`src/design/csi_pkg.sv`:
```
// Purpose: Shared constants and types of the control space interpreter.
// Assumes: One 100 MHz clock; every port except the interrupt line is
// synchronous to it.
// Notes: Program words are three 16-bit fields: opcode, op1, op2.
// Summary of operation
// RL1: Bus access completion sets status bit 10; reading read data clears it.
// RL2: Status bit 7 shows interrupt line; bus access waits until vector read.
// RL3: Status bits 0 to 6 mirror the matching adapter control bits.
// RL4: Host writes buffer only below E000; peripheral registers only via program.
// RL5: On entry capture status, set DMA and bus masks, disallow interrupts.
// RL6: Control writes go to a shadow, applied at end; else captured value restored.
// RL7: Before the first command, a pending interrupt gets its vector read.
// RL8: At completion send Device End, plus attention if an interrupt pends.
// RL9: Accumulator holds the latest peripheral, status or vector read.
// RL10: Pointer starts at zero, steps by one, or loads a taken jump target.
// RL11: Count instructions; beyond the limit stop, flag error, send Unit Check.
// RL12: Limit defaults to 5000; opcode 10 sets it; zero disables the check.
// RL13: Opcode 0 ends, 1 records control data, 2 reads status to target.
// RL14: Opcode 3 writes an immediate word, opcode 11 only its low byte.
// RL15: Opcode 4 copies source to target and accumulator; 12 loads accumulator.
// RL16: Opcode 5 jumps when accumulator AND mask is zero.
// RL17: Opcode 6 jumps when all masked accumulator bits are set.
// RL18: Opcode 7 jumps always; opcode 9 jumps when accumulator equals operand.
// RL19: Opcode 8 reads the vector into target and accumulator.
// RL20: Opcode 13 selects word mode on flag 1, byte-swapped mode on 0.
// RL21: Opcode 14 sends an attention carrying its data operand.
// RL22: Host start address FFFF in the upper half selects the start offset.
// RL23: A vector read returns the vector and clears the pending interrupt.
// RL24: Undefined opcodes end the program and report an error like the limit.
package csi_pkg;
	localparam int IP_W = 6;
	localparam int PROG_DEPTH = 64;
	localparam int ST_INTERRUPT_LINE = 7;
	localparam int ST_DONE = 10;
	localparam logic [15:0] LIMIT_RST = 16'h1388;
	localparam logic [15:0] CTL_RST = 16'h0000;
	localparam logic [15:0] CTL_MASKS = 16'h003E;
	localparam logic [15:0] CTL_ALLOW = 16'h0040;
	localparam logic [15:0] BUF_TOP = 16'hDFFF;
	localparam logic [15:0] START_KEY = 16'hFFFF;
	localparam logic [15:0] INTERRUPT_LINE_ATTN_DATA = 16'h0000;
	localparam logic [15:0] ZERO16 = 16'h0000;
	localparam logic [11:0] OPC_HI_ZERO = 12'h000;

	typedef enum logic [3:0] {
		OP_END = 4'h0,
		OP_WRITE_CONTROL = 4'h1,
		OP_READ_STATUS = 4'h2,
		OP_WRITE_IMMEDIATE_WORD = 4'h3,
		OP_MOVE = 4'h4,
		OP_BRANCH_IF_MASKED_ZERO = 4'h5,
		OP_BRANCH_IF_ALL_MASKED_SET = 4'h6,
		OP_JUMP = 4'h7,
		OP_READ_VECTOR = 4'h8,
		OP_BRANCH_IF_EQUAL = 4'h9,
		OP_SET_LIMIT = 4'hA,
		OP_WRITE_IMMEDIATE_BYTE = 4'hB,
		OP_LOAD = 4'hC,
		OP_WRITE_WIDTH_MODE = 4'hD,
		OP_HOST_ATTENTION = 4'hE,
		OP_UNDEFINED = 4'hF
	} csi_opc_t;

	typedef enum logic [3:0] {
		S_IDLE = 4'h0,
		S_CAPT = 4'h1,
		S_FETCH = 4'h2,
		S_DECODE = 4'h3,
		S_BUS = 4'h4,
		S_ACK = 4'h5,
		S_VEC = 4'h6,
		S_VWAIT = 4'h7,
		S_FINISH = 4'h8
	} csi_state_t;

	typedef struct packed {
		logic [15:0] opc;
		logic [15:0] op1;
		logic [15:0] op2;
	} csi_instr_t;

	typedef struct packed {
		logic req;
		logic we;
		logic bsel;
		logic [15:0] addr;
		logic [15:0] wdata;
	} csi_pio_t;
endpackage : csi_pkg

```
`src/design/csi_prog_mem.sv`:
```
// Purpose: Program store of the control space interpreter.
// Assumes: Host writes and interpreter reads share the system clock.
// Notes: Read data come from a register one cycle after the address.
`timescale 1ns/1ps
`default_nettype none
module csi_prog_mem (
	input wire logic sys_clk_i,
	input wire logic wr_en_i,
	input wire logic [csi_pkg::IP_W-1:0] wr_addr_i,
	input wire csi_pkg::csi_instr_t wr_data_i,
	input wire logic [csi_pkg::IP_W-1:0] rd_addr_i,
	output csi_pkg::csi_instr_t rd_data_o
);
	csi_pkg::csi_instr_t mem [csi_pkg::PROG_DEPTH];

	always_ff @(posedge sys_clk_i) begin
		if (wr_en_i) begin
			mem[wr_addr_i] <= wr_data_i;
		end
		rd_data_o <= mem[rd_addr_i];
	end
endmodule : csi_prog_mem
`default_nettype wire

```
`src/design/csi_interp.sv`:
```
// Purpose: Control space interpreter with adapter status and control.
// Assumes: Peripheral bus answers on this clock; interrupt line is a pin.
// Notes: Buffer memory and device registers share one 16-bit space.
`timescale 1ns/1ps
`default_nettype none
module csi_interp (
	input wire logic sys_clk_i,
	input wire logic rst_n_i,
	input wire logic prog_wr_i,
	input wire logic [csi_pkg::IP_W-1:0] prog_addr_i,
	input wire csi_pkg::csi_instr_t prog_data_i,
	input wire logic buf_wr_i,
	input wire logic [15:0] buf_addr_i,
	input wire logic [15:0] buf_data_i,
	input wire logic start_i,
	input wire logic [31:0] start_addr_i,
	output csi_pkg::csi_pio_t pio_o,
	input wire logic pio_done_i,
	input wire logic [15:0] pio_rdata_i,
	input wire logic interrupt_line_i,
	output logic vec_rd_o,
	input wire logic vec_ack_i,
	input wire logic [15:0] vec_data_i,
	output logic [15:0] adapter_control_o,
	output logic [15:0] adapter_status_o,
	output logic [15:0] accumulator_o,
	output logic busy_o,
	output logic buf_refused_o,
	output logic dev_end_o,
	output logic unit_check_o,
	output logic attn_o,
	output logic [15:0] attn_data_o,
	output logic local_err_o
);
	csi_pkg::csi_instr_t ins;
	csi_pkg::csi_state_t state_ff, nxt_state;
	csi_pkg::csi_pio_t pio_ff, nxt_pio;
	logic [csi_pkg::IP_W-1:0] ip_ff, nxt_ip;
	logic [15:0] count_ff, nxt_count, limit_ff, nxt_limit;
	logic [15:0] acc_ff, nxt_acc, ctl_ff, nxt_ctl, saved_ff, nxt_saved;
	logic [15:0] shadow_ff, nxt_shadow, stat_ff, status;
	logic [15:0] addr_ff, nxt_addr, wdata_ff, nxt_wdata, tgt_ff, nxt_tgt;
	logic [15:0] attn_data_ff, nxt_attn_data;
	logic shadow_vld_ff, nxt_shadow_vld, word_mode_ff, nxt_word_mode;
	logic err_ff, nxt_err, done_ff, nxt_done, rd_ff, nxt_rd;
	logic bsel_ff, nxt_bsel, wr_pend_ff, nxt_wr_pend, host_ff, nxt_host;
	logic vchk_ff, nxt_vchk, vec_rd_ff, nxt_vec_rd, refused_ff, nxt_refused;
	logic dev_end_ff, nxt_dev_end, uc_ff, nxt_uc, attn_ff, nxt_attn;
	logic lerr_ff, nxt_lerr, busy_ff, nxt_busy;
	logic int_m1_ff, int_m2_ff, int_m3_ff, interrupt_line_s_ff, nxt_interrupt_line_s;
	logic [15:0] masked;

	csi_prog_mem u_mem (
		.sys_clk_i(sys_clk_i),
		.wr_en_i(prog_wr_i),
		.wr_addr_i(prog_addr_i),
		.wr_data_i(prog_data_i),
		.rd_addr_i(ip_ff),
		.rd_data_o(ins)
	);

	// The interrupt line counts as changed once stages two and three agree.
	always_comb begin
		nxt_interrupt_line_s = interrupt_line_s_ff;
		if (int_m2_ff == int_m3_ff) begin
			nxt_interrupt_line_s = int_m3_ff;
		end
	end

	always_ff @(posedge sys_clk_i or negedge rst_n_i) begin
		if (!rst_n_i) begin
			int_m1_ff <= 1'b0;
			int_m2_ff <= 1'b0;
			int_m3_ff <= 1'b0;
			interrupt_line_s_ff <= 1'b0;
		end else begin
			int_m1_ff <= interrupt_line_i;
			int_m2_ff <= int_m1_ff;
			int_m3_ff <= int_m2_ff;
			interrupt_line_s_ff <= nxt_interrupt_line_s;
		end
	end

	// Self-test bits 8 and 9 read as zero.
	assign status = {5'h00, done_ff, 2'b00, interrupt_line_s_ff, ctl_ff[6:0]}; // [RL2] [RL3]
	assign masked = acc_ff & ins.op2;

	always_comb begin
		nxt_state = state_ff;
		nxt_pio = pio_ff;
		nxt_pio.req = 1'b0;
		nxt_ip = ip_ff;
		nxt_count = count_ff;
		nxt_limit = limit_ff;
		nxt_acc = acc_ff;
		nxt_ctl = ctl_ff;
		nxt_saved = saved_ff;
		nxt_shadow = shadow_ff;
		nxt_shadow_vld = shadow_vld_ff;
		nxt_word_mode = word_mode_ff;
		nxt_err = err_ff;
		nxt_done = done_ff;
		nxt_rd = rd_ff;
		nxt_bsel = bsel_ff;
		nxt_wr_pend = wr_pend_ff;
		nxt_host = host_ff;
		nxt_vchk = vchk_ff;
		nxt_addr = addr_ff;
		nxt_wdata = wdata_ff;
		nxt_tgt = tgt_ff;
		nxt_vec_rd = 1'b0;
		nxt_refused = 1'b0;
		nxt_dev_end = 1'b0;
		nxt_uc = uc_ff;
		nxt_attn = 1'b0;
		nxt_attn_data = attn_data_ff;
		nxt_lerr = 1'b0;
		unique case (state_ff)
			csi_pkg::S_IDLE: begin
				if (start_i) begin
					// A keyed start address picks the entry offset.
					if (start_addr_i[31:16] == csi_pkg::START_KEY) begin // [RL22]
						nxt_ip = start_addr_i[csi_pkg::IP_W-1:0];
					end else begin
						nxt_ip = '0; // [RL10]
					end
					nxt_count = csi_pkg::ZERO16;
					nxt_err = 1'b0;
					nxt_shadow_vld = 1'b0;
					nxt_word_mode = 1'b1;
					nxt_state = csi_pkg::S_CAPT;
				end else if (buf_wr_i) begin
					if (buf_addr_i <= csi_pkg::BUF_TOP) begin // [RL4]
						nxt_host = 1'b1;
						nxt_rd = 1'b0;
						nxt_bsel = 1'b0;
						nxt_wr_pend = 1'b0;
						nxt_addr = buf_addr_i;
						nxt_wdata = buf_data_i;
						nxt_state = csi_pkg::S_BUS;
					end else begin
						nxt_refused = 1'b1; // [RL4]
					end
				end
			end
			csi_pkg::S_CAPT: begin
				nxt_saved = ctl_ff; // [RL5]
				nxt_ctl = (ctl_ff | csi_pkg::CTL_MASKS) & ~csi_pkg::CTL_ALLOW; // [RL5]
				nxt_acc = status; // [RL9]
				if (interrupt_line_s_ff) begin // [RL7]
					nxt_vchk = 1'b1;
					nxt_state = csi_pkg::S_VEC;
				end else begin
					nxt_state = csi_pkg::S_FETCH;
				end
			end
			csi_pkg::S_FETCH: begin
				if (limit_ff != csi_pkg::ZERO16 && count_ff == limit_ff) begin // [RL11] [RL12]
					nxt_err = 1'b1;
					nxt_state = csi_pkg::S_FINISH;
				end else begin
					nxt_count = count_ff + 16'h0001; // [RL11]
					nxt_state = csi_pkg::S_DECODE;
				end
			end
			csi_pkg::S_DECODE: begin
				nxt_ip = ip_ff + 1'b1; // [RL10]
				nxt_state = csi_pkg::S_FETCH;
				nxt_rd = 1'b0;
				nxt_bsel = 1'b0;
				nxt_wr_pend = 1'b0;
				if (ins.opc[15:4] != csi_pkg::OPC_HI_ZERO) begin
					nxt_err = 1'b1; // [RL24]
					nxt_state = csi_pkg::S_FINISH;
				end else begin
					unique case (csi_pkg::csi_opc_t'(ins.opc[3:0]))
						csi_pkg::OP_END: begin
							nxt_state = csi_pkg::S_FINISH; // [RL13]
						end
						csi_pkg::OP_WRITE_CONTROL: begin
							nxt_shadow = ins.op2; // [RL6] [RL13]
							nxt_shadow_vld = 1'b1;
						end
						csi_pkg::OP_READ_STATUS: begin
							nxt_acc = status; // [RL9] [RL13]
							nxt_addr = ins.op2;
							nxt_wdata = status;
							nxt_state = csi_pkg::S_BUS;
						end
						csi_pkg::OP_WRITE_IMMEDIATE_WORD: begin
							nxt_addr = ins.op1; // [RL14]
							nxt_wdata = ins.op2;
							nxt_state = csi_pkg::S_BUS;
						end
						csi_pkg::OP_WRITE_IMMEDIATE_BYTE: begin
							nxt_addr = ins.op1; // [RL14]
							nxt_wdata = {8'h00, ins.op2[7:0]};
							nxt_bsel = 1'b1;
							nxt_state = csi_pkg::S_BUS;
						end
						csi_pkg::OP_MOVE, csi_pkg::OP_LOAD: begin
							nxt_addr = ins.op1; // [RL15]
							nxt_tgt = ins.op2;
							nxt_rd = 1'b1;
							nxt_wr_pend = (ins.opc[3:0] == csi_pkg::OP_MOVE);
							nxt_state = csi_pkg::S_BUS;
						end
						csi_pkg::OP_BRANCH_IF_MASKED_ZERO: begin
							if (masked == csi_pkg::ZERO16) begin // [RL16]
								nxt_ip = ins.op1[csi_pkg::IP_W-1:0];
							end
						end
						csi_pkg::OP_BRANCH_IF_ALL_MASKED_SET: begin
							if (masked == ins.op2) begin // [RL17]
								nxt_ip = ins.op1[csi_pkg::IP_W-1:0];
							end
						end
						csi_pkg::OP_JUMP: begin
							nxt_ip = ins.op1[csi_pkg::IP_W-1:0]; // [RL18]
						end
						csi_pkg::OP_BRANCH_IF_EQUAL: begin
							if (acc_ff == ins.op2) begin // [RL18]
								nxt_ip = ins.op1[csi_pkg::IP_W-1:0];
							end
						end
						csi_pkg::OP_READ_VECTOR: begin
							nxt_vchk = 1'b0; // [RL19]
							nxt_tgt = ins.op2;
							nxt_state = csi_pkg::S_VEC;
						end
						csi_pkg::OP_SET_LIMIT: begin
							nxt_limit = ins.op2; // [RL12]
						end
						csi_pkg::OP_WRITE_WIDTH_MODE: begin
							nxt_word_mode = ins.op1[0]; // [RL20]
						end
						csi_pkg::OP_HOST_ATTENTION: begin
							nxt_attn = 1'b1; // [RL21]
							nxt_attn_data = ins.op1;
						end
						csi_pkg::OP_UNDEFINED: begin
							nxt_err = 1'b1; // [RL24]
							nxt_state = csi_pkg::S_FINISH;
						end
					endcase
				end
			end
			csi_pkg::S_BUS: begin
				// Nothing reaches the bus while an interrupt stands.
				if (!interrupt_line_s_ff) begin // [RL2]
					nxt_pio.req = 1'b1;
					nxt_pio.we = !rd_ff;
					nxt_pio.bsel = bsel_ff;
					nxt_pio.addr = addr_ff;
					if (word_mode_ff || bsel_ff || host_ff) begin
						nxt_pio.wdata = wdata_ff;
					end else begin
						nxt_pio.wdata = {wdata_ff[7:0], wdata_ff[15:8]}; // [RL20]
					end
					nxt_state = csi_pkg::S_ACK;
				end
			end
			csi_pkg::S_ACK: begin
				if (done_ff) begin
					// Reading the read-data register retires the access.
					nxt_done = 1'b0; // [RL1]
					if (rd_ff) begin
						nxt_acc = pio_rdata_i; // [RL9] [RL15]
					end
					if (host_ff) begin
						nxt_host = 1'b0;
						nxt_state = csi_pkg::S_IDLE;
					end else if (wr_pend_ff) begin
						nxt_wr_pend = 1'b0;
						nxt_rd = 1'b0;
						nxt_addr = tgt_ff;
						nxt_wdata = pio_rdata_i; // [RL15]
						nxt_state = csi_pkg::S_BUS;
					end else begin
						nxt_state = csi_pkg::S_FETCH;
					end
				end
				if (pio_done_i) begin
					nxt_done = 1'b1; // [RL1]
				end
			end
			csi_pkg::S_VEC: begin
				nxt_vec_rd = 1'b1; // [RL23]
				nxt_state = csi_pkg::S_VWAIT;
			end
			csi_pkg::S_VWAIT: begin
				if (vec_ack_i) begin
					nxt_acc = vec_data_i; // [RL9] [RL19]
					if (vchk_ff) begin
						nxt_vchk = 1'b0;
						nxt_state = csi_pkg::S_FETCH; // [RL7]
					end else begin
						nxt_rd = 1'b0;
						nxt_addr = tgt_ff;
						nxt_wdata = vec_data_i; // [RL19]
						nxt_state = csi_pkg::S_BUS;
					end
				end
			end
			csi_pkg::S_FINISH: begin
				nxt_ctl = shadow_vld_ff ? shadow_ff : saved_ff; // [RL6]
				nxt_dev_end = 1'b1; // [RL8]
				nxt_uc = err_ff; // [RL11]
				nxt_lerr = err_ff; // [RL11]
				if (interrupt_line_s_ff) begin
					nxt_attn = 1'b1; // [RL8]
					nxt_attn_data = csi_pkg::INTERRUPT_LINE_ATTN_DATA;
				end
				nxt_state = csi_pkg::S_IDLE;
			end
			default: begin
				nxt_state = csi_pkg::S_IDLE;
			end
		endcase
		nxt_busy = (nxt_state != csi_pkg::S_IDLE);
	end

	always_ff @(posedge sys_clk_i or negedge rst_n_i) begin
		if (!rst_n_i) begin
			state_ff <= csi_pkg::S_IDLE;
			pio_ff <= '0;
			ip_ff <= '0;
			count_ff <= csi_pkg::ZERO16;
			limit_ff <= csi_pkg::LIMIT_RST;
			acc_ff <= csi_pkg::ZERO16;
			ctl_ff <= csi_pkg::CTL_RST;
			saved_ff <= csi_pkg::CTL_RST;
			shadow_ff <= csi_pkg::CTL_RST;
			shadow_vld_ff <= 1'b0;
			word_mode_ff <= 1'b1;
			err_ff <= 1'b0;
			done_ff <= 1'b0;
			rd_ff <= 1'b0;
			bsel_ff <= 1'b0;
			wr_pend_ff <= 1'b0;
			host_ff <= 1'b0;
			vchk_ff <= 1'b0;
			addr_ff <= csi_pkg::ZERO16;
			wdata_ff <= csi_pkg::ZERO16;
			tgt_ff <= csi_pkg::ZERO16;
			stat_ff <= csi_pkg::ZERO16;
			vec_rd_ff <= 1'b0;
			refused_ff <= 1'b0;
			dev_end_ff <= 1'b0;
			uc_ff <= 1'b0;
			attn_ff <= 1'b0;
			attn_data_ff <= csi_pkg::ZERO16;
			lerr_ff <= 1'b0;
			busy_ff <= 1'b0;
		end else begin
			state_ff <= nxt_state;
			pio_ff <= nxt_pio;
			ip_ff <= nxt_ip;
			count_ff <= nxt_count;
			limit_ff <= nxt_limit;
			acc_ff <= nxt_acc;
			ctl_ff <= nxt_ctl;
			saved_ff <= nxt_saved;
			shadow_ff <= nxt_shadow;
			shadow_vld_ff <= nxt_shadow_vld;
			word_mode_ff <= nxt_word_mode;
			err_ff <= nxt_err;
			done_ff <= nxt_done;
			rd_ff <= nxt_rd;
			bsel_ff <= nxt_bsel;
			wr_pend_ff <= nxt_wr_pend;
			host_ff <= nxt_host;
			vchk_ff <= nxt_vchk;
			addr_ff <= nxt_addr;
			wdata_ff <= nxt_wdata;
			tgt_ff <= nxt_tgt;
			stat_ff <= status;
			vec_rd_ff <= nxt_vec_rd;
			refused_ff <= nxt_refused;
			dev_end_ff <= nxt_dev_end;
			uc_ff <= nxt_uc;
			attn_ff <= nxt_attn;
			attn_data_ff <= nxt_attn_data;
			lerr_ff <= nxt_lerr;
			busy_ff <= nxt_busy;
		end
	end

	assign pio_o = pio_ff;
	assign vec_rd_o = vec_rd_ff;
	assign adapter_control_o = ctl_ff;
	assign adapter_status_o = stat_ff;
	assign accumulator_o = acc_ff;
	assign busy_o = busy_ff;
	assign buf_refused_o = refused_ff;
	assign dev_end_o = dev_end_ff;
	assign unit_check_o = uc_ff;
	assign attn_o = attn_ff;
	assign attn_data_o = attn_data_ff;
	assign local_err_o = lerr_ff;
endmodule : csi_interp
`default_nettype wire

```
`config.mk`:
```
export PLATFORM = sky130hd
export DESIGN_NAME = csi_interp
export DESIGN_NICKNAME = d
export VERILOG_FILES = /design/src/design/csi_pkg.sv /design/src/design/csi_prog_mem.sv /design/src/design/csi_interp.sv
export SDC_FILE = /design/constraint.sdc
export NUM_CORES = 2
export LEC_CHECK = 0
export BUFFER_PORTS_ARGS = -buffer_cell sky130_fd_sc_hd__buf_2
export CORE_ASPECT_RATIO = 0.5
export CORE_MARGIN = 2
export CORE_UTILIZATION = 55
export CTS_CLUSTER_DIAMETER = 40
export DETAILED_ROUTE_END_ITERATION = 6
export GPL_TIMING_DRIVEN = 0
export PLACE_DENSITY = 0.74
export REMOVE_ABC_BUFFERS = 1
export SETUP_SLACK_MARGIN = 0.2
export SYNTH_ARGS = -nofsm -noshare
export SYNTH_HDL_FRONTEND = slang
export SYNTH_SLANG_ARGS = --single-unit
export TNS_END_PERCENT = 30
```
`constraint.sdc`:
```
create_clock -name sys_clk_i -period 2.3 [get_ports sys_clk_i]
set_input_delay 0.345 -clock sys_clk_i [delete_from_list [all_inputs] [get_ports sys_clk_i]]
set_output_delay 0.345 -clock sys_clk_i [all_outputs]
set_load 0.02 [all_outputs]
```
Yosys cells after proc, flatten, opt, wreduce, memory -nomap -nowiden
Memory sizes are Yosys's and may differ from the RTL's. A register that Yosys moved wholly into a read port is not among the register bits. Cells that the tools add are included.

Multipliers: 0. Shift operators: 0. $lt $le $gt $ge: 1. Bitwise operators: 4. $add $sub $neg: 2. Divide/modulo/power cells: 0. Equality and inequality tests: 51. Multiplexer cells: 117. Reduce and logical (&&, ||, !) cells: 44.

Operator list (number): 16-bit 2-to-1 mux (30); 16-bit case mux with 4 select lines (3); 16-bit case mux with 2 select lines (4); 35-bit 2-to-1 mux (2); 16-bit equality test (3); 16-bit case mux with 3 select lines (1); 1-bit 2-to-1 mux (46); 4-bit equality test (second input constant) (9); 6-bit 2-to-1 mux (6); 4-bit by 3-bit equality test with 1-bit output (second input constant) (8); 4-bit 2-to-1 mux (8); 4-bit case mux with 8 select lines (1); 2-bit inequality test (second input constant) (15); 6-bit case mux with 4 select lines (1); 11-bit AND reduction (2); 4-bit AND reduction (5); 16-bit by 1-bit adder with 16-bit output (second input constant) (1); 16-bit bitwise AND (1); 16-bit equality test (second input constant) (1); 4-bit by 2-bit equality test with 1-bit output (second input constant) (4); 16-bit <= comparator (second input constant) (1); 16-bit zero test (1); 16-bit nonzero test (1); 3-bit 2-to-1 mux (4); 29 further kinds (61).

Latch bits: 0. Memories: 1. Bits in writable memories: 3072. Bits in read-only memories: 0. Input port bits: 158. Register bits after elaboration: 234.

Memory list: u_mem.mem (words 64, width 48, rd ports 1, clocked after Yosys merged registers in 1, wr ports 1, line csi_prog_mem.sv:14) `csi_pkg::csi_instr_t mem [csi_pkg::PROG_DEPTH];`.

Depth between registers and ports, before layout
Word-level depth: 6. Mapped depth: 10. Gate-level depth less buffers: 8.

Cells and area by module
A second synthesis with hierarchy kept.

Cell total of the unflattened synthesis: 6322. Area, all modules: 129734.4 µm².

Modules (own cells, without submodules): csi_prog_mem (area each 118190.9 µm², instances 1, cells each 5247); csi_interp (area each 11543.6 µm², instances 1, cells each 1075).

Least setup slack after synthesis
No wires, ideal clock.

Path kind: input to register. Start: in prog_addr_i[1] (netlist bit). End: mem u_mem.mem[10][0] (netlist bit), enable pin. Path buffers: 2. Arrival time: 3504 ps. Cell stages on the path: 5. Slack: -1657 ps. Setup time: 454 ps. Cells stage by stage: clkbuf_1 -> or3b_2 -> or2_2 -> clkbuf_1 -> nor2_1.

RTL lines: from (decl) (line csi_interp.sv:10) `input wire logic [csi_pkg::IP_W-1:0] prog_addr_i,`; to (decl) (line csi_prog_mem.sv:14).

No word-level cell before the write port.

==> results.json <==
{
  "grt_usage": 0.353,
  "async_flop_share": 0.0698,
  "max_freq_mhz": 319,
  "drt-initial-drc-count": 15610,
  "reg2reg_from": "ip_ff[0]$_DFFE_PN0P_",
  "pwr_density_cell_nw_per_um2": 1140,
  "seqCellArea_um2": 99100,
  "yosysUniqueCellTypes": 71,
  "wire_per_inst_um": 42.9,
  "path_clk_slew_ns": 0.07,
  "grt_pass1_vias": 73839,
  "gr-total-overflow": 0,
  "top_register": "u_mem.mem",
  "gp_congestion": 0.898,
  "port_buffers": 246,
  "p_sw_frac": 0.317,
  "fin_nets": 6952,
  "syn_area_um2": 128000,
  "pwr-share-clk": 0.285,
  "cts_sinks": 3354,
  "fin_crit_ns": 3.14,
  "rows": 125,
  "synth-simple-area-share": 0.0163,
  "placed_area_um2": 138000,
  "ys_ff_latch": 3354,
  "rrSetupSlack_ns": -0.84,
  "dieHeight_um": 345,
  "fin_crit_sh": 1.36,
  "core-area_um2": 232000,
  "instances_no_fill": 10118,
  "synth_adder_area_share": 0.00340,
  "synth-main-ff-cell": "edfxtp_1",
  "grt_max_degree": 133,
  "vdd_drop_max_mv": 0.820,
  "r2r-end": "u_mem.rd_data_o[15]$_DFF_P_",
  "largest_register_ffs": 3072,
  "wirelength_um": 434000,
  "end_kind": "flop",
  "drtPass1Iterations": 7,
  "tightest_slew_ns": 1.24,
  "place_hpwl_um": 223000,
  "hold_depth": 5,
  "fill_cells": 13131,
  "pwr-share-seq": 0.404,
  "final_common_cell": "edfxtp_1",
  "cp_max_fo": 7,
  "cts_root_buf": "clkbuf_16",
  "synth_mux_area_frac": 0.149,
  "setup_ws_ns": -0.837,
  "clockBufferDepth": 4,
  "drcViolationCount": 6,
  "dieArea_um2": 237000,
  "syn_avg_cell_area_um2": 21.6,
  "switching_power_mw": 55.9,
  "setup_violations": 443,
  "hold_class": "input port to flop",
  "status": "finished with violations",
  "htree_levels": 5,
  "reg2reg_depth": 10,
  "worst_setup_path_start_kind": "flop",
  "yosysSeqAreaShare": 0.775,
  "ios": 264,
  "drv_slew": 0,
  "area_growth_syn_to_layout_pct": 21.1,
  "layout_common_cells": "edfxtp_1 (3,072), mux4_2 (768), clkbuf_16 (312)",
  "combinationalPowerShare": 0.311,
  "clock_latency_ns": 0.89,
  "via_count": 75827,
  "multiInputGateArea_um2": 29800,
  "hold_path_end": "accumulator_o[10]$_DFFE_PN0P_",
  "hold_viol_final": 0,
  "fin_area_um2": 155000,
  "grt_pass1_wl_um": 576000,
  "skew_ns": 0.0498,
  "die_w_um": 686,
  "synth_top_family_by_area": "multiplexers",
  "path_class": "flop to flop",
  "ant_nets": 0,
  "cts_made_buffers": 294,
  "synth_xor_area_frac": 0.00171,
  "yosysWarnings": 0,
  "antenna_found_initial": 29,
  "dp.cells": 9208,
  "rsz0062_at_grt": "yes",
  "layout-drive-gt1-share": 0.368,
  "leakage_nw": 49.8,
  "p_total_mw": 176,
  "cp.required_ns": 2.97,
  "cap_violations": 0,
  "crit_arrival_ns": 3.81,
  "synth_edf_count": 3072,
  "synth_compound_area_frac": 0.0419,
  "internal-power_mw": 120,
  "tritoncts": "yes",
  "relSlewSlack": 0.174,
  "viasPerCell": 7.49,
  "synth_cells": 5933,
  "worstHoldStart": "pio_rdata_i[10]",
  "initial_core_util": 0.552,
  "violations": "design-rule violations, negative setup slack"
}
[power by group through the flow]
stage	clock, mW	combinational (mW)	sequential [mW]
finish	50.2	54.8	71.2
global route	51.9	55.8	71.2
CTS	49.1	49.0	70.8
detailed placement	0	37.8	72.3
global placement	0	16.8	72.2
floorplan	0	12.2	72.1
[layer usage]
layer  GRT usage  up-vias  wire (µm)  share of wire
met5     0.00981        -        193        0.00044
met2       0.532     8945     195000           0.45
met3       0.131     1871      74300           0.17
li1            -    26779          -              -
met1       0.453    38204     135000           0.31
met4       0.188       28      29400          0.068
[worst max-delay path by stage]
stage / from / endpoint / slack [ns]
floorplan: ip_ff[0]$_DFFE_PN0P_ / u_mem.rd_data_o[0]$_DFF_P_ / -28.59
global placement: ip_ff[0]$_DFFE_PN0P_ / u_mem.rd_data_o[34]$_DFF_P_ / -40.80
detailed placement: ip_ff[0]$_DFFE_PN0P_ / u_mem.rd_data_o[35]$_DFF_P_ / -2.45
CTS: ip_ff[0]$_DFFE_PN0P_ / u_mem.rd_data_o[15]$_DFF_P_ / -0.68
global route: ip_ff[0]$_DFFE_PN0P_ / u_mem.rd_data_o[39]$_DFF_P_ / -0.82
finish: ip_ff[0]$_DFFE_PN0P_ / u_mem.rd_data_o[15]$_DFF_P_ / -0.84
[through the flow]
step	setup TNS [ns]	hold WS [ns]	util	setup WS (ns)
after floorplan	-4858.55	0.0494	-	-28.59
after global placement	-	0.344	0.568	-40.80
after detailed placement	-1154.16	0.336	0.595	-2.45
after CTS	-39.29	0.00683	0.660	-0.678
after global routing	-73.90	0.0631	0.669	-0.819
final	-84.01	0.0649	0.669	-0.837
[cells in the mapped netlist (7+ instances only)]
cell      instances  share of area
dfrtp_1         228          0.045
o221ai_1          7        0.00048
mux2i_1          61         0.0048
nor3_1           16        0.00063
mux2_4           10         0.0012
o211ai_1         13        0.00076
and2_1            7        0.00034
and3_1            7        0.00034
a222oi_1         16         0.0013
xor2_1           23         0.0016
nand3b_1          7        0.00041
clkbuf_1        224         0.0066
buf_2            89         0.0035
nor4_1           25         0.0012
buf_4            13        0.00076
edfxtp_1       3072           0.72
o21a_1            8        0.00047
o21ai_0          48         0.0019
inv_1            35         0.0010
or3_1             9        0.00044
buf_1            21        0.00062
nand4_1          15        0.00073
nor2_1          132         0.0039
mux2_2           88         0.0077
a31oi_1          11        0.00054
a22oi_1         423          0.025
or4_1            50         0.0029
o31ai_1          10        0.00059
ha_1             34         0.0033
nor2b_1           9        0.00044
mux4_2          768           0.14
a21oi_1         244         0.0095
dfxtp_1          48         0.0075
nand2b_1         10        0.00049
nand3_1          20        0.00078
nand2_1          66         0.0019
[repair_timing]
| item | 4_1_cts | 5_1_grt |
|---|---|---|
| gates cloned | 81 | 15 |
| buffers inserted | 137 | 58 |
| setup endpoints to repair | 528 | 1006 |
| gates resized for setup | 371 | 285 |
| hold endpoints to repair | 161 | 0 |
| pin swaps | 95 | 93 |
| hold buffers | 76 | 0 |
[final cells by class]
type | instances | area share
Antenna cell | 27 | 0.000436
Clock buffer | 362 | 0.0504
Clock inverter | 154 | 0.00940
Inverter | 36 | 0.000905
Multi-Input combinational cell | 2196 | 0.192
Sequential cell | 3354 | 0.640
Tap cell | 3111 | 0.0251
Timing Repair Buffer | 878 | 0.0814
[cell families after synthesis]
group	count (synthesis)
buf+inv	390
xor+xnor	25
mux	927
flops	3354
fa+ha+maj	35
compound gates	803
simple gates	398
other cells	1
[critical path, stage by stage, from the launching register on]
cell and delay [ns]:
dfrtp_4 0.53, buf_16 0.16, buf_16 0.14, buf_16 0.16
buf_16 0.17, buf_12 0.13, buf_16 0.15, mux4_2 0.45
a22oi_2 0.25, a21oi_2 0.10, or4_4 0.67
Note: power is estimated with default switching activity, not from simulation.
